$ cat src/spi_frame_pkg.sv
// Constants shared by the frame slave, its FIFO and its synchroniser
package spi_frame_pkg;
	localparam int         FRAME_BITS    = 16;
	localparam int         CNT_W         = 5;
	localparam logic [1:0] OP_READ       = 2'h0;
	localparam logic [1:0] OP_WRITE      = 2'h1;
	localparam logic [1:0] OP_RDCLR      = 2'h2;
	localparam logic [1:0] OP_INFO       = 2'h3;
	localparam logic [5:0] ADDR_ALL      = 6'h3F;
	localparam logic [5:0] CTRL_BASE     = 6'h01;
	localparam logic [5:0] STAT_BASE     = 6'h11;
	localparam int         CTRL_N        = 8;
	localparam int         STAT_N        = 7;
	localparam logic [7:0] CTRL_RST      = 8'h00;
	localparam int         KEEP_CTRL_IDX = 0;
	localparam int         DSFD_REG_IDX  = 1;
	localparam int         DSFD_BIT      = 0;
	localparam logic [5:0] INFO_ID_ADDR  = 6'h00;
	localparam logic [5:0] INFO_SPI_ADDR = 6'h01;
	localparam logic [5:0] INFO_WD_ADDR  = 6'h02;
	localparam logic [7:0] INFO_SPI_VAL  = 8'h10;
	localparam int         STS_RST_BIT   = 6;
	localparam int         STS_IFERR_BIT = 5;
	localparam logic [2:0] PIN_IDLE      = 3'h4;
	localparam int         CLK_PERIOD_NS = 100;
	localparam int         CS_TIMEOUT_NS = 10_000_000;
	localparam int         FIFO_DEPTH    = 16;
	localparam int         TO_CNT_W      = 24;
endpackage

$ cat src/spi_frame_slave.sv
// 16-bit register-access serial slave, clock mode 0, sampled on the system clock
`timescale 1ns/1ps
`default_nettype none
module spi_frame_slave #(
	parameter int         TIMEOUT_CYC = spi_frame_pkg::CS_TIMEOUT_NS / spi_frame_pkg::CLK_PERIOD_NS,
	parameter logic [7:0] INFO_ID_VAL = 8'h5A, // Arbitrary identification value
	parameter logic [7:0] INFO_WD_VAL = 8'h00, // Watchdog information byte
	parameter int         FIFO_W      = spi_frame_pkg::FRAME_BITS,
	parameter int         FIFO_D      = spi_frame_pkg::FIFO_DEPTH
) (
	input  wire logic                            clk,             // System clock, 10 MHz
	input  wire logic                            srst,            // Synchronous reset, active high
	input  wire logic                            chip_select_low, // Chip select pin, active low
	input  wire logic                            sck,             // Serial clock pin
	input  wire logic                            sdi,             // Serial data in pin
	output logic                                 sdo_out,         // Serial data out level
	output logic                                 sdo_oe_n,        // Output enable, low drives
	input  wire logic                            flag_fe,         // Functional error summary
	input  wire logic                            flag_de,         // Device error summary
	input  wire logic                            flag_gw,         // Global warning summary
	input  wire logic                            flag_fs,         // Fail-safe summary
	input  wire logic [spi_frame_pkg::STAT_N*8-1:0] status_event, // Status set pulses
	output logic      [spi_frame_pkg::CTRL_N*8-1:0] ctrl_regs,    // Control register contents
	output logic      [spi_frame_pkg::STAT_N*8-1:0] status_regs,  // Status register contents
	output logic                                 interface_error_bit, // Link error flag
	output logic                                 cmd_valid,       // Executed frame available
	output logic      [FIFO_W-1:0]               cmd_data,        // Executed frame word
	input  wire logic                            cmd_ready        // Consumer takes frame word
);
	localparam int CN = spi_frame_pkg::CTRL_N;
	localparam int SN = spi_frame_pkg::STAT_N;
	localparam int TW = spi_frame_pkg::TO_CNT_W;

	logic [2:0]                pins_s;
	logic                      cs_s;
	logic                      sck_s;
	logic                      sdi_s;
	logic                      cs_d_r;
	logic                      sck_d_r;
	logic                      active_r;
	logic                      timeout_r;
	logic [spi_frame_pkg::CNT_W-1:0] bit_cnt_r;
	logic [15:0]               rx_r;
	logic [15:0]               tx_r;
	logic [TW-1:0]             to_cnt_r;
	logic [SN*8-1:0]           snap_r;
	logic                      pend_r;
	logic [15:0]               pend_word_r;
	logic                      rst_flag_r;
	logic                      cs_fall;
	logic                      cs_rise;
	logic                      sck_rise;
	logic                      sck_fall;
	logic                      frame_ok;
	logic                      frame_bad;
	logic                      to_event;
	logic                      exec;
	logic                      fifo_in_ready;
	logic [6:0]                status_low;
	logic [7:0]                global_status_byte;
	logic [7:0]                hdr;
	logic [1:0]                ex_op;
	logic [5:0]                ex_addr;
	logic [7:0]                ex_data;
	logic [SN*8-1:0]           clr_mask;

	// Address decode shared by response and execution
	function automatic logic ctrl_hit(input logic [5:0] a, input int i);
		ctrl_hit = (a == spi_frame_pkg::CTRL_BASE + 6'(i));
	endfunction

	function automatic logic stat_hit(input logic [5:0] a, input int i);
		stat_hit = (a == spi_frame_pkg::STAT_BASE + 6'(i));
	endfunction

	function automatic logic [7:0] respond(input logic [7:0] h, input logic [CN*8-1:0] c,
			input logic [SN*8-1:0] s);
		logic [7:0] v;
		v = 8'h00;
		if (h[7:6] == spi_frame_pkg::OP_INFO) begin
			case (h[5:0])
				spi_frame_pkg::INFO_ID_ADDR:  v = INFO_ID_VAL;
				spi_frame_pkg::INFO_SPI_ADDR: v = spi_frame_pkg::INFO_SPI_VAL;
				spi_frame_pkg::INFO_WD_ADDR:  v = INFO_WD_VAL;
				default:                      v = 8'h00;
			endcase
		end else begin
			for (int i = 0; i < CN; i++) begin
				if (ctrl_hit(h[5:0], i)) begin
					v = c[i*8 +: 8];
				end
			end
			for (int i = 0; i < SN; i++) begin
				if (stat_hit(h[5:0], i)) begin
					v = s[i*8 +: 8];
				end
			end
		end
		respond = v;
	endfunction

	sync2 #(
		.W       (3),
		.RST_VAL (spi_frame_pkg::PIN_IDLE)
	) u_sync (
		.clk  (clk),
		.srst (srst),
		.d    ({chip_select_low, sck, sdi}),
		.q    (pins_s)
	);

	assign cs_s  = pins_s[2];
	assign sck_s = pins_s[1];
	assign sdi_s = pins_s[0];

	// Edges are found on the synchronised copies; the link runs far below clk
	assign cs_fall  = cs_d_r && !cs_s;
	assign cs_rise  = !cs_d_r && cs_s;
	assign sck_rise = active_r && !timeout_r && !sck_d_r && sck_s;
	assign sck_fall = active_r && !timeout_r && sck_d_r && !sck_s;
	assign to_event = active_r && !timeout_r && (to_cnt_r == TW'(TIMEOUT_CYC - 1));

	// Stuck input shows as all zeros or all ones over a full frame
	assign frame_ok = cs_rise && active_r && !timeout_r && (bit_cnt_r == 5'd16)
		&& (rx_r != 16'h0000) && (rx_r != 16'hFFFF);
	assign frame_bad = cs_rise && active_r && !frame_ok
		&& !((bit_cnt_r == 5'd0) && !timeout_r);

	assign status_low = {rst_flag_r, interface_error_bit, 1'b0, flag_fe, flag_de, flag_gw, flag_fs};
	assign global_status_byte = {~|status_low, status_low};
	assign hdr = {rx_r[6:0], sdi_s};

	always_ff @(posedge clk) begin
		if (srst) begin
			cs_d_r  <= 1'b1;
			sck_d_r <= 1'b0;
		end else begin
			cs_d_r  <= cs_s;
			sck_d_r <= sck_s;
		end
	end

	// Frame window and timeout
	always_ff @(posedge clk) begin
		if (srst) begin
			active_r  <= 1'b0;
			timeout_r <= 1'b0;
			to_cnt_r  <= '0;
		end else if (cs_fall) begin
			active_r  <= 1'b1;
			timeout_r <= 1'b0;
			to_cnt_r  <= '0;
		end else if (cs_rise) begin
			active_r  <= 1'b0;
			timeout_r <= 1'b0;
			to_cnt_r  <= '0;
		end else if (to_event) begin
			timeout_r <= 1'b1;
		end else if (active_r && !timeout_r) begin
			to_cnt_r <= to_cnt_r + 1'b1;
		end
	end

	// Receive shifter and pulse counter; saturates so long frames stay invalid
	always_ff @(posedge clk) begin
		if (srst) begin
			bit_cnt_r <= '0;
			rx_r      <= '0;
		end else if (cs_fall || cs_rise) begin
			bit_cnt_r <= '0;
		end else if (sck_rise) begin
			rx_r <= {rx_r[14:0], sdi_s};
			if (bit_cnt_r != 5'd17) begin
				bit_cnt_r <= bit_cnt_r + 1'b1;
			end
		end
	end

	// Snapshot so that status register answers show state at frame start
	always_ff @(posedge clk) begin
		if (srst) begin
			snap_r <= '0;
		end else if (cs_fall) begin
			snap_r <= status_regs;
		end
	end

	// Transmit word: status byte at start, payload on the eighth rising edge
	always_ff @(posedge clk) begin
		if (srst) begin
			tx_r <= '0;
		end else if (cs_fall) begin
			tx_r <= {global_status_byte, 8'h00};
		end else if (sck_rise && (bit_cnt_r == 5'd7)) begin
			tx_r[7:0] <= respond(hdr, ctrl_regs, snap_r);
		end
	end

	always_ff @(posedge clk) begin
		if (srst) begin
			sdo_out  <= 1'b0;
			sdo_oe_n <= 1'b1;
		end else if (cs_fall) begin
			sdo_out  <= global_status_byte[7];
			sdo_oe_n <= 1'b0;
		end else if (cs_rise || to_event || !active_r) begin
			sdo_oe_n <= 1'b1;
		end else if (sck_fall && (bit_cnt_r != 5'd0) && (bit_cnt_r < 5'd16)) begin
			sdo_out <= tx_r[4'(15 - bit_cnt_r)];
		end
	end

	// One accepted frame waits here until the FIFO has room
	assign exec    = pend_r && fifo_in_ready;
	assign ex_op   = pend_word_r[15:14];
	assign ex_addr = pend_word_r[13:8];
	assign ex_data = pend_word_r[7:0];

	always_ff @(posedge clk) begin
		if (srst) begin
			pend_r      <= 1'b0;
			pend_word_r <= '0;
		end else if (frame_ok && (!pend_r || exec)) begin
			pend_r      <= 1'b1;
			pend_word_r <= rx_r;
		end else if (exec) begin
			pend_r <= 1'b0;
		end
	end

	// Set wins over clear so no error is lost
	always_ff @(posedge clk) begin
		if (srst) begin
			interface_error_bit <= 1'b0;
		end else if (frame_bad || to_event || (frame_ok && pend_r && !exec)) begin
			interface_error_bit <= 1'b1;
		end else if (frame_ok) begin
			interface_error_bit <= 1'b0;
		end
	end

	always_ff @(posedge clk) begin
		if (srst) begin
			rst_flag_r <= 1'b1;
		end else if (frame_ok) begin
			rst_flag_r <= 1'b0;
		end
	end

	always_ff @(posedge clk) begin
		if (srst) begin
			ctrl_regs <= {CN{spi_frame_pkg::CTRL_RST}};
		end else if (exec && (ex_op == spi_frame_pkg::OP_INFO) && (ex_addr == spi_frame_pkg::ADDR_ALL)) begin
			for (int i = 0; i < CN; i++) begin
				if (i != spi_frame_pkg::KEEP_CTRL_IDX) begin
					ctrl_regs[i*8 +: 8] <= spi_frame_pkg::CTRL_RST;
				end
			end
			ctrl_regs[spi_frame_pkg::DSFD_REG_IDX*8 + spi_frame_pkg::DSFD_BIT] <=
				ctrl_regs[spi_frame_pkg::DSFD_REG_IDX*8 + spi_frame_pkg::DSFD_BIT];
		end else if (exec && (ex_op == spi_frame_pkg::OP_WRITE)) begin
			for (int i = 0; i < CN; i++) begin
				if (ctrl_hit(ex_addr, i)) begin
					ctrl_regs[i*8 +: 8] <= ex_data;
				end
			end
		end
	end

	always_comb begin
		clr_mask = '0;
		if (exec && (ex_op == spi_frame_pkg::OP_RDCLR)) begin
			for (int i = 0; i < SN; i++) begin
				if (ex_addr == spi_frame_pkg::ADDR_ALL) begin
					clr_mask[i*8 +: 8] = 8'hFF;
				end else if (stat_hit(ex_addr, i)) begin
					clr_mask[i*8 +: 8] = ex_data;
				end
			end
		end
	end

	always_ff @(posedge clk) begin
		if (srst) begin
			status_regs <= '0;
		end else begin
			status_regs <= (status_regs & ~clr_mask) | status_event;
		end
	end

	frame_fifo #(
		.W(FIFO_W),
		.D(FIFO_D)
	) u_fifo (
		.clk       (clk),
		.srst      (srst),
		.in_valid  (pend_r),
		.in_ready  (fifo_in_ready),
		.in_data   (FIFO_W'(pend_word_r)),
		.out_valid (cmd_valid),
		.out_ready (cmd_ready),
		.out_data  (cmd_data)
	);

	property p_idle_float;
		@(posedge clk) disable iff (srst) !active_r && !cs_fall |=> sdo_oe_n;
	endproperty
	a_idle_float: assert property (p_idle_float) else $error("output driven while deselected");

	property p_start_drive;
		@(posedge clk) disable iff (srst) cs_fall |=> !sdo_oe_n && (sdo_out == ~|$past(status_low));
	endproperty
	a_start_drive: assert property (p_start_drive) else $error("first bit wrong at frame start");

	property p_timeout_float;
		@(posedge clk) disable iff (srst) to_event && !cs_rise |=> sdo_oe_n && timeout_r;
	endproperty
	a_timeout_float: assert property (p_timeout_float) else $error("timeout left output driven");

	property p_count_restart;
		@(posedge clk) disable iff (srst) cs_rise |=> (bit_cnt_r == 5'd0) && !active_r;
	endproperty
	a_count_restart: assert property (p_count_restart) else $error("counter not restarted");

	property p_bad_count;
		@(posedge clk) disable iff (srst)
			cs_rise && active_r && (bit_cnt_r != 5'd0) && (bit_cnt_r != 5'd16) |=> interface_error_bit && !pend_r;
	endproperty
	a_bad_count: assert property (p_bad_count) else $error("bad count not flagged");

	property p_status_hold;
		@(posedge clk) disable iff (srst)
			active_r && (bit_cnt_r >= 5'd8) && !cs_fall ##1 active_r |-> tx_r[15:8] == $past(tx_r[15:8]);
	endproperty
	a_status_hold: assert property (p_status_hold) else $error("status byte moved in frame");

	property p_read_only;
		@(posedge clk) disable iff (srst)
			exec && (ex_op == spi_frame_pkg::OP_READ) |=> ctrl_regs == $past(ctrl_regs);
	endproperty
	a_read_only: assert property (p_read_only) else $error("read changed control");

	property p_write_lands;
		@(posedge clk) disable iff (srst)
			exec && (ex_op == spi_frame_pkg::OP_WRITE) && (ex_addr == spi_frame_pkg::CTRL_BASE)
			|=> ctrl_regs[7:0] == $past(ex_data);
	endproperty
	a_write_lands: assert property (p_write_lands) else $error("write not stored");

	property p_invalid_no_exec;
		@(posedge clk) disable iff (srst) frame_bad && !pend_r |=> !pend_r ##1 !exec;
	endproperty
	a_invalid_no_exec: assert property (p_invalid_no_exec) else $error("invalid frame executed");

	property p_clear_all;
		@(posedge clk) disable iff (srst)
			exec && (ex_op == spi_frame_pkg::OP_RDCLR) && (ex_addr == spi_frame_pkg::ADDR_ALL)
			|=> status_regs == $past(status_event);
	endproperty
	a_clear_all: assert property (p_clear_all) else $error("status not all cleared");
endmodule
`default_nettype wire

$ cat src/sync2.sv
// Two-stage synchroniser for pin inputs
`timescale 1ns/1ps
`default_nettype none
module sync2 #(
	parameter int           W       = 1,
	parameter logic [W-1:0] RST_VAL = '0 // Idle levels of the pins
) (
	input  wire logic         clk,  // System clock
	input  wire logic         srst, // Synchronous reset
	input  wire logic [W-1:0] d,    // Asynchronous inputs
	output logic      [W-1:0] q     // Synchronised outputs
);
	logic [W-1:0] meta_r;

	always_ff @(posedge clk) begin
		if (srst) begin
			// Idle levels, so no false edge follows reset
			meta_r <= RST_VAL;
			q      <= RST_VAL;
		end else begin
			meta_r <= d;
			q      <= meta_r;
		end
	end
endmodule
`default_nettype wire

$ cat src/frame_fifo.sv
// Synchronous FIFO with registered output stage
`timescale 1ns/1ps
`default_nettype none
module frame_fifo #(
	parameter int W = 16,
	parameter int D = 16
) (
	input  wire logic         clk,       // System clock
	input  wire logic         srst,      // Synchronous reset
	input  wire logic         in_valid,  // Write request
	output logic              in_ready,  // Room for a word
	input  wire logic [W-1:0] in_data,   // Write data
	output logic              out_valid, // Output word valid
	input  wire logic         out_ready, // Consumer takes word
	output logic      [W-1:0] out_data   // Output word
);
	localparam int AW = $clog2(D);
	logic [W-1:0]  mem [D];
	logic [AW-1:0] wr_ptr_r;
	logic [AW-1:0] rd_ptr_r;
	logic [AW:0]   count_r;
	logic          push;
	logic          pop;

	assign in_ready = (count_r != (AW+1)'(D));
	assign push     = in_valid && in_ready;
	assign pop      = (count_r != '0) && (!out_valid || out_ready);

	always_ff @(posedge clk) begin
		if (push) begin
			mem[wr_ptr_r] <= in_data;
		end
	end

	always_ff @(posedge clk) begin
		if (srst) begin
			wr_ptr_r <= '0;
			rd_ptr_r <= '0;
			count_r  <= '0;
		end else begin
			if (push) begin
				wr_ptr_r <= (wr_ptr_r == AW'(D-1)) ? '0 : wr_ptr_r + 1'b1;
			end
			if (pop) begin
				rd_ptr_r <= (rd_ptr_r == AW'(D-1)) ? '0 : rd_ptr_r + 1'b1;
			end
			count_r <= count_r + (AW+1)'(push) - (AW+1)'(pop);
		end
	end

	always_ff @(posedge clk) begin
		if (srst) begin
			out_valid <= 1'b0;
			out_data  <= '0;
		end else if (pop) begin
			out_valid <= 1'b1;
			out_data  <= mem[rd_ptr_r];
		end else if (out_ready) begin
			out_valid <= 1'b0;
		end
	end
endmodule
`default_nettype wire

$ cat config.mk
export PLATFORM = sky130hd
export DESIGN_NAME = spi_frame_slave
export DESIGN_NICKNAME = d
export VERILOG_FILES = /design/src/spi_frame_pkg.sv /design/src/spi_frame_slave.sv /design/src/sync2.sv /design/src/frame_fifo.sv
export SDC_FILE = /design/constraint.sdc
export NUM_CORES = 1
export LEC_CHECK = 0
export BUFFER_PORTS_ARGS = -buffer_cell sky130_fd_sc_hd__buf_2
export CAP_MARGIN = 30
export CELL_PAD_IN_SITES_DETAIL_PLACEMENT = 1
export CELL_PAD_IN_SITES_GLOBAL_PLACEMENT = 1
export CORE_MARGIN = 2
export CORE_UTILIZATION = 35
export DETAILED_ROUTE_END_ITERATION = 6
export GPL_TIMING_DRIVEN = 0
export PLACE_DENSITY_LB_ADDON = 0.1
export SYNTH_ARGS = -nofsm -noshare
export SYNTH_HDL_FRONTEND = slang
export SYNTH_SLANG_ARGS = --single-unit
$ cat constraint.sdc
create_clock -name clk -period 7.85 [get_ports clk]
set_input_delay 1.1775 -clock clk [delete_from_list [all_inputs] [get_ports clk]]
set_output_delay 1.1775 -clock clk [all_outputs]
set_load 0.01 [all_outputs]
Yosys cells after proc, flatten, opt, wreduce, memory -nomap -nowiden --
Memory sizes are Yosys's and may differ from the RTL's. A register that Yosys moved wholly into a read port is not among the register bits. Cells that the tools add are included. W data, S select, Z words.
Operators by class: $add $sub $neg 7, order comparisons 2, eq/ne operators 44, muxes and demuxes 51, bitwise logic cells 6, reductions and logical operators 76
Operators with widths (number):
- $mux W8 | 30
- $eq A6 B5 Y1 const B | 14
- $and A56 B56 Y56 | 1
- $mux W56 | 1
- $not A56 Y56 | 1
- $or A56 B56 Y56 | 1
- $eq A6 B3 Y1 const B | 8
- $logic_and A1 B1 Y1 | 28
- $add A24 B1 Y24 const B | 1
- $eq A24 B17 Y1 const B | 1
- $eq A6 B2 Y1 const B | 4
- $reduce_and A2 Y1 | 11
- $mux W1 | 16
- $ne A16 B16 Y1 const B | 1
- $reduce_bool A16 Y1 | 1
- $pmux W7 S2 | 1
- $eq A6 B1 Y1 const B | 2
- $eq A6 B4 Y1 const B | 2
- $logic_not A1 Y1 | 12
- $reduce_bool A2 Y1 | 6
- $ne A5 B5 Y1 const B | 2
- $reduce_bool A5 Y1 | 2
- $add A4 B1 Y4 const B | 2
- $eq A4 B4 Y1 const B | 2
- other kinds (22) | 36
Word-level totals: bits in registers 281, RAM bits 256, input port bits 66, output and inout bits 140, word-level logic and storage cells 219, memories 1
Memory list:
- u_fifo.mem | depth 16, width 16, rd ports 1, clocked after Yosys merged registers in 1, wr ports 1, line frame_fifo.sv:18 | logic [W-1:0] mem [D];

Longest topological paths before layout --
Gate-level depths: netlist of run 1.
depth in word-level cells 17, gate-level depth with buffers 15, depth with buffers taken out 14

By module --
Synthesis of run 1 repeated with hierarchy kept, for this count alone.
Second synthesis, totals: cell total of the unflattened synthesis 2068, area total of the unflattened synthesis 23279.8 um2
By module, submodules not included:
- spi_frame_slave | instances 1, cells each 1437, area each 12002.8 um2, sequential area each 5225.0 um2
- frame_fifo | instances 1, cells each 619, area each 11119.4 um2, sequential area each 8287.9 um2
- sync2 | instances 1, cells each 12, area each 157.7 um2, sequential area each 120.1 um2

Worst setup path after synthesis of run 1 --
Ideal clock, no wire load.
kind input -> register, start input port cmd_ready, end register u_fifo.count_r[4], setup time 132 ps, arrival 3130 ps, required time 7718 ps, slack 4588 ps, cell stages on the path 13, path buffers 1, cell sequence nand2b_1 > nor2b_1 > clkbuf_1 > ha_1 > inv_1 > ha_1 > inv_1 > fa_1 > inv_1 > a21oi_1 > nor2_1 > or3_1 > a21oi_1
On the way: cells in the longest elaborated chain, start to end 3
RTL lines:
- start: declaration | line spi_frame_slave.sv:28 | input wire logic cmd_ready
- $logic_or A1 B1 Y1 | line frame_fifo.sv:27 | assign pop = (count_r != '0) && (!out_valid || out_ready);
- $logic_and A1 B1 Y1 | line frame_fifo.sv:27
- net u_fifo.pop | line frame_fifo.sv:23 | logic pop;
- $sub A5 B1 Y5 | line frame_fifo.sv:47 | count_r <= count_r + (AW+1)'(push) - (AW+1)'(pop);
- end signal: assignment | line frame_fifo.sv:47
- end: declaration | line frame_fifo.sv:21 | logic [AW:0] count_r;
The timed path passes the listed nets, and every way through them passes these cells. A chain may end at the register's enable or synchronous reset.

Worst setup path in the final report of run 1 --
Same ends and word-level chain as after synthesis.

==> results.tsv, run 1 <==
stage	metric	value	unit
logic_synthesis	synth top area cells	edfxtp_1, dfxtp_1, mux4_2	
grt	global route overflow	0	
logic_synthesis	Synth Area in XOR/XNOR	1.18	%
worst_setup_path	Crit Path Class	in2reg	
job	Max Cap Violations	0	
routing	vias post-DR	17000	
die	Die Height	261	µm
grt	vias in the first global route	17400	
logic_synthesis	post-synthesis mux area share	13.9	%
routing	Routed WL per cell	24.8	µm
power	Pwr per Cell Area	264	nW/µm²
cts	clk buf depth	3	
logic_synthesis	Yosys reg bits	553	
logic_synthesis	largest family of logic cells by synthesized area	multiplexers	
grt	first-pass GRT wire length	114	mm
logic_synthesis	post-synthesis compound-gate area fraction	10.6	%
cts	clk root buf	clkbuf_16	
cts	clock buffer count from CTS	61	
die	DIE AREA	67900	µm²
grt	initial antenna violation count	1	
worst_setup_path	CP endpoint kind	register	
layout	n_diodes	0	
power	Leak Pwr	0.00984	µW
worst_setup_path	critical path startpoint category	input pin	
layout	fillers	7017	
cts	Resize count post-CTS	0	
layout	fin nets	2314	
sta	RSZ-0062 raised after global routing	false	
routing	First DRT Iteration DRCs	1063	
sta	max_slew headroom	33.4	%
sta	final period utilization	43.0	%
logic_synthesis	adder-cell share of the synthesized area	1.01	%
power	Worst IR Drop VDD	0.000227	V
logic_synthesis	Mapped Avg Cell Area	11.9	µm²
cts	CTS clock-pin slew for the worst setup and hold paths	60	ps
logic_synthesis	Most used DFF post-synth	dfxtp_1	
routing	DR vias/cell	5.41	
logic_synthesis	synthesized instance count	1941	
layout	Area Growth Syn to Fin	19.9	%
min_path	worst hold path class	reg2reg	
cts	H-tree depth	2	
logic_synthesis	register area share after synthesis	59.1	%
logic_synthesis	Post-synth EDFFs	256	
routing	Post-Route WL	77.9	mm
routing	DRC violations left	0	
sta	Final Skew	34.2	ps
worst_setup_path	Worst EP required	8380	ps
die	core box area	65500	µm²
logic_synthesis	asr flop ratio synth	0	%
sta	Hold Vio Cnt, Final	0	
logic_synthesis	Synth Cell Area	23000	µm²
logic_synthesis	Ys Warns	0	
cts	worst skew pair latency	650	ps
die	row count	94	
die	I/O pins	206	
logic_synthesis	Synthesized Nets	2025	
sta	min Tclk post-route	3380	ps
worst_setup_path	Max FO, Critical Path	10	
sta	hold_ws	411	ps
routing	first-pass detailed-route iteration total	5	
placed_design	post-DP HPWL	56.7	mm
placed_design	port bufs	205	
die	Die W	261	µm
placed_design	gpl congestion	0.833	
routing	antenna-violating nets left	0	
cts	post-CTS setup buffers	0	
logic_synthesis	Synth Area in Simple Gates	10.1	%
sta	setup violators final	0	
cts	CTS sink cnt	553	
worst_setup_path	Worst EP arrival	3910	ps
grt	largest net degree at the start of global routing	23	
layout	layout cell share with drive strength beyond 1	21.6	%
die	Starting Density	35.2	%
cts	CTS tree	built	
sta	worst slew pin tran	998	ps
logic_synthesis	top cell type's share of synthesized area	33.4	%
cts	Hold Buf Count CTS	0	
logic_synthesis	post-synth cell types	81	
logic_synthesis	post-synth top area cell	edfxtp_1	
layout	most frequent cells in the layout	dfxtp_1, edfxtp_1, buf_2	
sta	setup_tns	0	ps
sta	fin. max-slew vios	0	
outcome	outcome	finished clean	
sta	fmax	296	MHz
layout	commonest non-fill, non-tap cell in the layout	dfxtp_1	
grt	all-layer global routing usage	22.7	%
==> Yosys cell counts, drive strengths merged, types with 5 or more instances <==
library cell  count
a211oi           22
a21oi           165
a22oi             6
a31oi            28
and2              9
and4              5
buf              69
clkbuf           85
dfxtp           297
edfxtp          256
ha               17
inv              79
mux2             24
mux2i           132
mux4             72
nand2            92
nand2b           12
nand3            37
nand4            26
nor2            175
nor2b            19
nor3             28
nor3b             6
nor4             10
nor4b             6
o2111ai           5
o211ai           16
o21ai           112
o22ai            22
or2               5
or3              11
xnor2            14
xor2             17
==> state kept, by name, indices dropped and copies added (netlist names), 3 cells and up <==
signal	cells
u_fifo.mem	256
tx_r	15
bit_cnt_r	5
pend_word_r	16
u_sync.meta_r	3
u_fifo.rd_ptr_r	4
u_sync.q	3
rx_r	16
to_cnt_r	24
snap_r	56
u_fifo.wr_ptr_r	4
u_fifo.out_data	16
u_fifo.count_r	5
ctrl_regs	64
status_regs	56
==> critical path, stage by stage <==
cell and delay [ps]:
buf_2 80, nand2b_1 140, nor2b_1 510, clkbuf_1 530
ha_1 330, inv_1 60, ha_1 160, inv_1 60
fa_1 430, inv_1 70, a21oi_1 60, nor2_1 120
or3_1 120, a21oi_1 50
==> where the power goes <==
group | leakage (µW) | switching (µW) | internal [µW]
registers | 0.00479 | 78.4 | 3080
clock network | 0.00105 | 1220 | 1790
logic | 0.00400 | 624 | 517
==> layer usage <==
| metal | GRT usage [%] | routed length, µm | vias to the layer above |
|---|---|---|---|
| met4 | 5.51 | 1630 | 0 |
| met3 | 3.60 | 4040 | 107 |
| met2 | 35.3 | 35200 | 484 |
| met1 | 33.2 | 37100 | 8715 |
| met5 | 0 | 0 | - |
| li1 | - | - | 7725 |
==> kinds of logic after synthesis <==
logic type | after synthesis
AO/OA/AOI/OAI | 416
XOR/XNOR | 31
adder cells (fa/ha/maj) | 18
buffers and inverters | 233
flip-flops | 553
multiplexers | 228
AND/OR/NAND/NOR | 462
==> per-stage QoR <==
| stage | area, µm² | setup WS (ps) | std cells | power [µW] | util [%] |
|---|---|---|---|---|---|
| 6_report | 27600 | 4470 | 3147 | 7300 | 42.2 |
| 5_1_grt | 27600 | 4180 | 3147 | 7570 | 42.2 |
| 4_1_cts | 27600 | 4430 | 3145 | 7380 | 42.1 |
| 3_5_place_dp | 25500 | 3790 | 3029 | 4380 | 38.9 |
| 3_3_place_gp | 25200 | 3460 | 3010 | 4350 | 38.4 |
| 2_1_floorplan | 23000 | 4590 | 1941 | 3960 | - |
==> layout make-up <==
type                       instances  area [µm²]  share of cell area, %
clock buffer                      81        1700                   6.17
timing repair buffer             226        1340                   4.84
tap                              864        1080                   3.91
buffer                           154         632                   2.29
sequential                       553       13600                   49.3
inverter                          79         297                   1.07
multi-input combinational       1155        8540                   30.9
clock inverter                    35         415                   1.50
==> final timing paths <==
check	startpoint	end	slack [ps]	cells after the start
setup reg to reg	pend_word_r[9]	status_regs[24]	4500	8
setup / recovery	cmd_ready	u_fifo.count_r[4]	4470	14
hold / removal	u_sync.meta_r[2]	u_sync.q[2]	410	1
hold reg to reg	u_sync.meta_r[2]	u_sync.q[2]	410	1
Note: power is estimated with default switching activity, not from simulation.
==> run 2, diff against run 1 <==
clock period = 3 ns   (was 7.85 ns; I/O delays follow)
==> run 2 against run 1 <==
Effect of this change: clock skew rose by 2.0 ps; combinational power rose to 2.6 times the previous value; via count did not move; first-iteration DRC count rose by 5.9%; critical endpoint is now tx_r[6].
==> results.tsv, run 2 (synthesis gave the netlist of run 1 again) <==
stage	metric	value	unit	change
sta	fmax	347	MHz	
cts	worst skew pair latency	650	ps	about the same
grt	all-layer global routing usage	22.7	%	+0.030 points
outcome	outcome	finished clean		
worst_setup_path	critical path startpoint category	register		
layout	fin nets	2312		-0.086%
routing	Post-Route WL	77.9	mm	about the same
cts	clk root buf	clkbuf_16		
power	Pwr per Cell Area	693	nW/µm²	+160%
grt	first-pass GRT wire length	114	mm	+0.13%
layout	layout cell share with drive strength beyond 1	22.1	%	+0.54 points
routing	vias post-DR	17000		unchanged
routing	DR vias/cell	5.41		about the same
grt	grt peak-use layer	met2		
routing	First DRT Iteration DRCs	1126		+5.9%
sta	Hold Vio Cnt, Final	0		unchanged
cts	CTS clock-pin slew for the worst setup and hold paths	60	ps	about the same
routing	Routed WL per cell	24.8	µm	about the same
power	Worst IR Drop VDD	0.000597	V	+160%
grt	global route overflow	0		unchanged
die	row count	94		unchanged
layout	most frequent cells in the layout	dfxtp_1, edfxtp_1, buf_2		
layout	Register Area	13600	µm²	about the same
die	DIE AREA	67900	µm²	unchanged
placed_design	gpl congestion	0.833		unchanged
layout	Area Growth Syn to Fin	20.0	%	about the same
die	Die Height	261	µm	unchanged
placed_design	post-DP HPWL	56.7	mm	unchanged
sta	min Tclk post-route	2880	ps	
worst_setup_path	Worst EP arrival	3360	ps	-550 ps
placed_design	placed cell count	3029		unchanged
sta	worst slew pin tran	1010	ps	+9.19 ps
grt	vias in the first global route	17400		+0.057%
cts	clock buffer count from CTS	61		unchanged
job	Max Cap Violations	0		unchanged
layout	Largest register FFs	256		unchanged
placed_design	port bufs	205		unchanged
cts	H-tree depth	2		unchanged
power	Leak Pwr	0.00984	µW	about the same
sta	final period utilization	96.1	%	
layout	Post-Layout Cell Count	3146		-0.032%
min_path	worst hold path class	in2reg		
sta	setup violators final	0		unchanged
worst_setup_path	CP endpoint kind	register		
worst_setup_path	Worst EP required	3480	ps	-4900 ps
sta	Final Skew	36.2	ps	+2.01 ps
routing	antenna-violating nets left	0		unchanged
grt	largest net degree at the start of global routing	23		unchanged
grt	global-route met2 utilization	35.4	%	+0.089 points
worst_setup_path	crit-path most repeated cell	buf_2		
die	core box area	65500	µm²	unchanged
worst_setup_path	peak per-stage delay on the critical path	530	ps	about the same
power	Total Power	19200	µW	+160%
grt	grt met1 use	33.2	%	about the same
layout	Most flops, register	u_fifo.mem		
worst_setup_path	Max FO, Critical Path	10		unchanged
layout	fillers	7010		-0.10%
cts	CTS tree	built		
die	Starting Density	35.2	%	unchanged
worst_setup_path	Crit Path Class	reg2reg		
layout	Largest regs	u_fifo.mem x256, ctrl_regs x64		
sta	fin. max-slew vios	0		unchanged
worst_setup_path	worst-path cell chain	buf_2 -> buf_2 -> buf_2 -> mux2i_1 -> o211ai_1 -> a211oi_1 -> o22ai_1		
layout	area taken by multi-input logic gates	8590	µm²	+0.59%
worst_setup_path	critical path's slowest cell	a211oi_1		
routing	first-pass detailed-route iteration total	5		unchanged
layout	commonest non-fill, non-tap cell in the layout	dfxtp_1		
die	I/O pins	206		unchanged
die	Die W	261	µm	unchanged
routing	DRC violations left	0		unchanged
grt	met3 global-route usage	3.60	%	unchanged
cts	clk buf depth	3		unchanged
cts	CTS sink cnt	553		unchanged
grt	initial antenna violation count	1		unchanged
sta	max_slew headroom	32.8	%	-0.61 points
==> run 2: changes by cell type in the layout (fill, tap and decap cells not counted), moves of 2 or more <==
cell	delta
dfxtp_1	-6
clkbuf_1	-4
dfxtp_2	+6
nor3_4	+2
clkbuf_2	+3
nor3_2	-2
==> run 2: worst paths after layout <==
check | startpoint | end | slack (ps) | depth (start not counted)
setup / recovery | u_sync.q[0] | tx_r[6] | 120 | 7
hold reg to reg | u_sync.meta_r[2] | u_sync.q[2] | 410 | 1
hold / removal | status_event[28] | status_regs[28] | 50 | 3
setup reg to reg | u_sync.q[0] | tx_r[6] | 120 | 7
==> run 2: where the power goes <==
group	total, µW	internal [µW]	leakage (µW)	switching [µW]
Sequential	8270	8060	0.00480	216
Combinational	3020	1380	0.00400	1630
Clock	7870	4680	0.00105	3190
==> run 2: layout make-up <==
| type | instances | area share [%] |
|---|---|---|
| Antenna cell | 1 | 0.00905 |
| Buffer | 154 | 2.31 |
| Clock buffer | 81 | 6.16 |
| Clock inverter | 35 | 1.50 |
| Inverter | 79 | 1.07 |
| Multi-Input combinational cell | 1155 | 31.0 |
| Sequential cell | 553 | 49.3 |
| Tap cell | 864 | 3.91 |
| Timing Repair Buffer | 224 | 4.68 |
==> run 2: stage by stage <==
step | setup TNS (ps) | instance area [µm²] | setup WS, ps | hold slack [ps] | util [%]
finish | 0 | 27700 | 117 | 45.0 | 42.2
global placement | -175500 | 25200 | -1390 | 402 | 38.4
CTS | 0 | 27600 | 2.36 | 11.1 | 42.2
global route | -2.96 | 27700 | -2.96 | 33.1 | 42.2
floorplan | 0 | 23000 | 205 | 389 | -
detailed placement | -17840 | 25500 | -422 | 412 | 38.9
==> run 2: worst max-delay path: cells and delay by family, from the launching register on <==
kind	cells	cell delay, ps
buffers and inverters	3	1060
DFF	1	320
muxes	1	420
AOI/OAI and AO/OA	3	910
==> run 2: routing by layer <==
metal	vias up	wire length, µm
met5	-	0
met4	0	1560
met3	104	4270
met2	527	35300
met1	8680	36700
li1	7720	-
==> run 2: timing repair <==
item	4_1_cts	5_1_grt
resized for setup	12	13
endpoints found under the setup margin	103	50
hold buffers	0	0
setup buffers	0	0
hold endpoints to repair	0	0
==> run 3, diff against run 2 <==
CORE_MARGIN = not set   (was 2)
SYNTH_HIERARCHICAL = 1   (was not set)
clock period = 3.1 ns   (was 3 ns; I/O delays follow)
==> run 3 against run 2 <==
Effect of this change: core utilization grew 0.33 points; largest cell class unchanged; cell count grew 4.1%; clock skew shrank 19 ps; non-clock buffer count shrank 2; highest routed layer unchanged; sequential share of layout area shrank 0.56 points; critical path depth grew 8; hold slack gained 46 ps; final area grew 1.1%; register-to-register slack is essentially flat; global-route usage grew 1.5 points.
==> results.tsv, run 3 <==
stage	metric	value	unit	change
routing	DRC violations left	0		unchanged
logic_synthesis	most frequent cell after synthesis	dfxtp_1		
worst_setup_path	Crit Path Class	reg2reg		
grt	initial antenna violation count	0		-1
placed_design	port bufs	205		unchanged
grt	all-layer global routing usage	24.3	%	+1.5 points
cts	clk root buf	clkbuf_16		
worst_setup_path	critical path's slowest cell	or4b_4		
worst_setup_path	critical path startpoint category	register		
sta	Final Skew	17.2	ps	-19.0 ps
die	I/O pins	206		unchanged
cts	CTS sink cnt	553		unchanged
routing	antenna-violating nets left	0		unchanged
power	Worst IR Drop VDD	0.000407	V	-32%
placed_design	post-DP HPWL	60.2	mm	+6.2%
worst_setup_path	Max FO, Critical Path	10		unchanged
layout	Largest regs	u_fifo/mem x256, ctrl_regs x64		
logic_synthesis	post-synth top area cell	edfxtp_1		
layout	fin nets	2448		+5.9%
grt	global route overflow	0		unchanged
die	Die W	260	µm	-0.27%
routing	first-pass detailed-route iteration total	5		unchanged
routing	Post-Route WL	82.0	mm	+5.3%
cts	Hold Buf Count CTS	0		unchanged
cts	H-tree depth	3		+1
logic_synthesis	Ys Warns	6		+6
logic_synthesis	register area share after synthesis	58.6	%	-0.59 points
die	Starting Density	35.4	%	+0.23 points
sta	setup violators final	0		unchanged
layout	Area Growth Syn to Fin	20.2	%	
cts	clk buf depth	3		unchanged
cts	worst skew pair latency	600	ps	-50 ps
min_path	worst hold path class	in2reg		
worst_setup_path	Worst EP arrival	3450	ps	+90 ps
die	row count	94		unchanged
sta	max_slew headroom	36.5	%	+3.7 points
sta	fin. max-slew vios	0		unchanged
sta	min Tclk post-route	2990	ps	+103 ps
worst_setup_path	Worst EP required	3560	ps	+80 ps
placed_design	DP Worst Slack	-197	ps	+225 ps
routing	vias post-DR	17700		+3.8%
layout	most frequent cells in the layout	dfxtp_1, edfxtp_1, buf_2		
outcome	outcome	finished clean		
sta	setup_tns	0	ps	unchanged
routing	First DRT Iteration DRCs	1229		+9.1%
worst_setup_path	crit-path most repeated cell	inv_1		
grt	vias in the first global route	18300		+5.0%
routing	DR vias/cell	5.40		-0.28%
worst_setup_path	CP endpoint kind	register		
logic_synthesis	Yosys reg bits	553		unchanged
routing	Routed WL per cell	25.0	µm	+1.1%
worst_setup_path	worst-path cell chain	inv_1 -> ha_2 -> or4b_4 -> nand2_8 -> inv_1 -> buf_6 -> ha_1 -> inv_1 -> ha_1 -> inv_1 -> fa_2 -> nor2b_2 -> o21bai_1 -> a21oi_1 -> nor3b_2		
logic_synthesis	asr flop ratio synth	0	%	unchanged
logic_synthesis	top cell type's share of synthesized area	33.0	%	-0.33 points
sta	fmax	335	MHz	-3.4%
cts	CTS tree	built		
logic_synthesis	Mapped Avg Cell Area	11.3	µm²	-5.2%
power	Total Power	17800	µW	-7.2%
layout	Most flops, register	u_fifo/mem		
sta	final period utilization	96.3	%	+0.21 points
logic_synthesis	top post-synthesis cells by count	dfxtp_1, edfxtp_1, a21oi_1		
power	Pwr per Cell Area	635	nW/µm²	-8.3%
layout	layout cell share with drive strength beyond 1	19.8	%	-2.3 points
die	Die Height	260	µm	-0.27%
sta	worst slew pin tran	952	ps	-55.4 ps
logic_synthesis	Most used DFF post-synth	dfxtp_1		
die	core box area	65700	µm²	+0.36%
grt	largest net degree at the start of global routing	23		unchanged
die	DIE AREA	67500	µm²	-0.55%
grt	first-pass GRT wire length	121	mm	+5.6%
worst_setup_path	peak per-stage delay on the critical path	540	ps	about the same
layout	Largest register FFs	256		unchanged
logic_synthesis	post-synth cell types	80		-1.2%
logic_synthesis	synthesized instance count	2068		+6.5%
logic_synthesis	Synth Cell Area	23300	µm²	+1.0%
placed_design	gpl congestion	0.880		+5.7%
logic_synthesis	Post-synth EDFFs	256		unchanged
cts	clock buffer count from CTS	66		+8.2%
logic_synthesis	Synthesized Nets	2152		+6.3%
job	Max Cap Violations	0		unchanged
logic_synthesis	synth top area cells	edfxtp_1, dfxtp_1, mux2i_1		
power	Leak Pwr	0.0104	µW	+5.9%
sta	Hold Vio Cnt, Final	0		unchanged
sta	Final Worst Setup Slack	115	ps	-2.72 ps
cts	CTS clock-pin slew for the worst setup and hold paths	60	ps	about the same
layout	commonest non-fill, non-tap cell in the layout	dfxtp_1		
## run 3: per-stage QoR
stage / instance area (µm²) / std cells / util [%] / hold slack [ps]
3_5_place_dp: 25800 / 3157 / 39.3 / 406
2_1_floorplan: 23300 / 2068 / - / 383
3_3_place_gp: 25400 / 3137 / 38.6 / 399
6_report: 28000 / 3275 / 42.6 / 90.6
4_1_cts: 27900 / 3273 / 42.4 / 62.4
5_1_grt: 28000 / 3274 / 42.5 / 74.2
## run 3: worst max-delay path, delay by kind of cell, from the launching register on
| kind | cells | cell delay [ps] |
|---|---|---|
| fa+ha+maj | 4 | 960 |
| simple gates | 4 | 830 |
| buf+inv | 5 | 430 |
| flops | 1 | 320 |
| compound gates | 2 | 290 |
## run 3: logic make-up (layout without fill, tap and decap cells)
kind of cell             after synthesis  in the layout  synth area share [%]
multiplexers                         214            214                  11.3
AO/OA/AOI/OAI                        444            444                  11.4
buffers and inverters                221            563                  4.02
XOR/XNOR                              29             29                  1.09
flip-flops                           553            553                  58.6
AND/OR/NAND/NOR                      589            589                  12.6
other                                  0              1                     0
adder cells (fa/ha/maj)               18             18                  1.00
## run 3: worst paths after layout
check                    startpoint                end  slack [ps]  depth (start not counted)
setup / recovery  u_fifo/count_r[3]  u_fifo/count_r[4]         110                         15
hold / removal      chip_select_low   u_sync/meta_r[2]          90                          2
setup reg to reg  u_fifo/count_r[3]  u_fifo/count_r[4]         110                         15
hold reg to reg    u_sync/meta_r[2]        u_sync/q[2]         410                          1
## run 3: metal layers
metal,up-vias,routed length [µm],GRT usage (%)
met5,-,0,0
met1,8958,36300,31.8
met3,132,3790,4.07
li1,8134,-,-
met2,455,39300,40.4
met4,0,2700,8.43
## run 3: layout make-up
cell class              count  area [µm²]
flip-flops and latches    553       13600
fillers                  7127       37800
repair buffers            231        1470
inverters                  73         274
diodes                      1        2.50
plain buffers             145         659
well taps                 864        1080
clock buffers              91        1830
multi-input cells        1294        8800
clock inverters            23         221
## run 3: power by group
part           switching, µW  internal (µW)  total, µW
sequential               177           7780       7950
clock                   3050           4450       7500
combinational           1370            960       2330
total                   4600          13200      17800
## run 3: what timing repair did
item / in CTS / in global routing
pin swaps: 1 / 2
setup buffers: 2 / 1
resized for setup: 5 / 11
endpoints found under the setup margin: 48 / 27
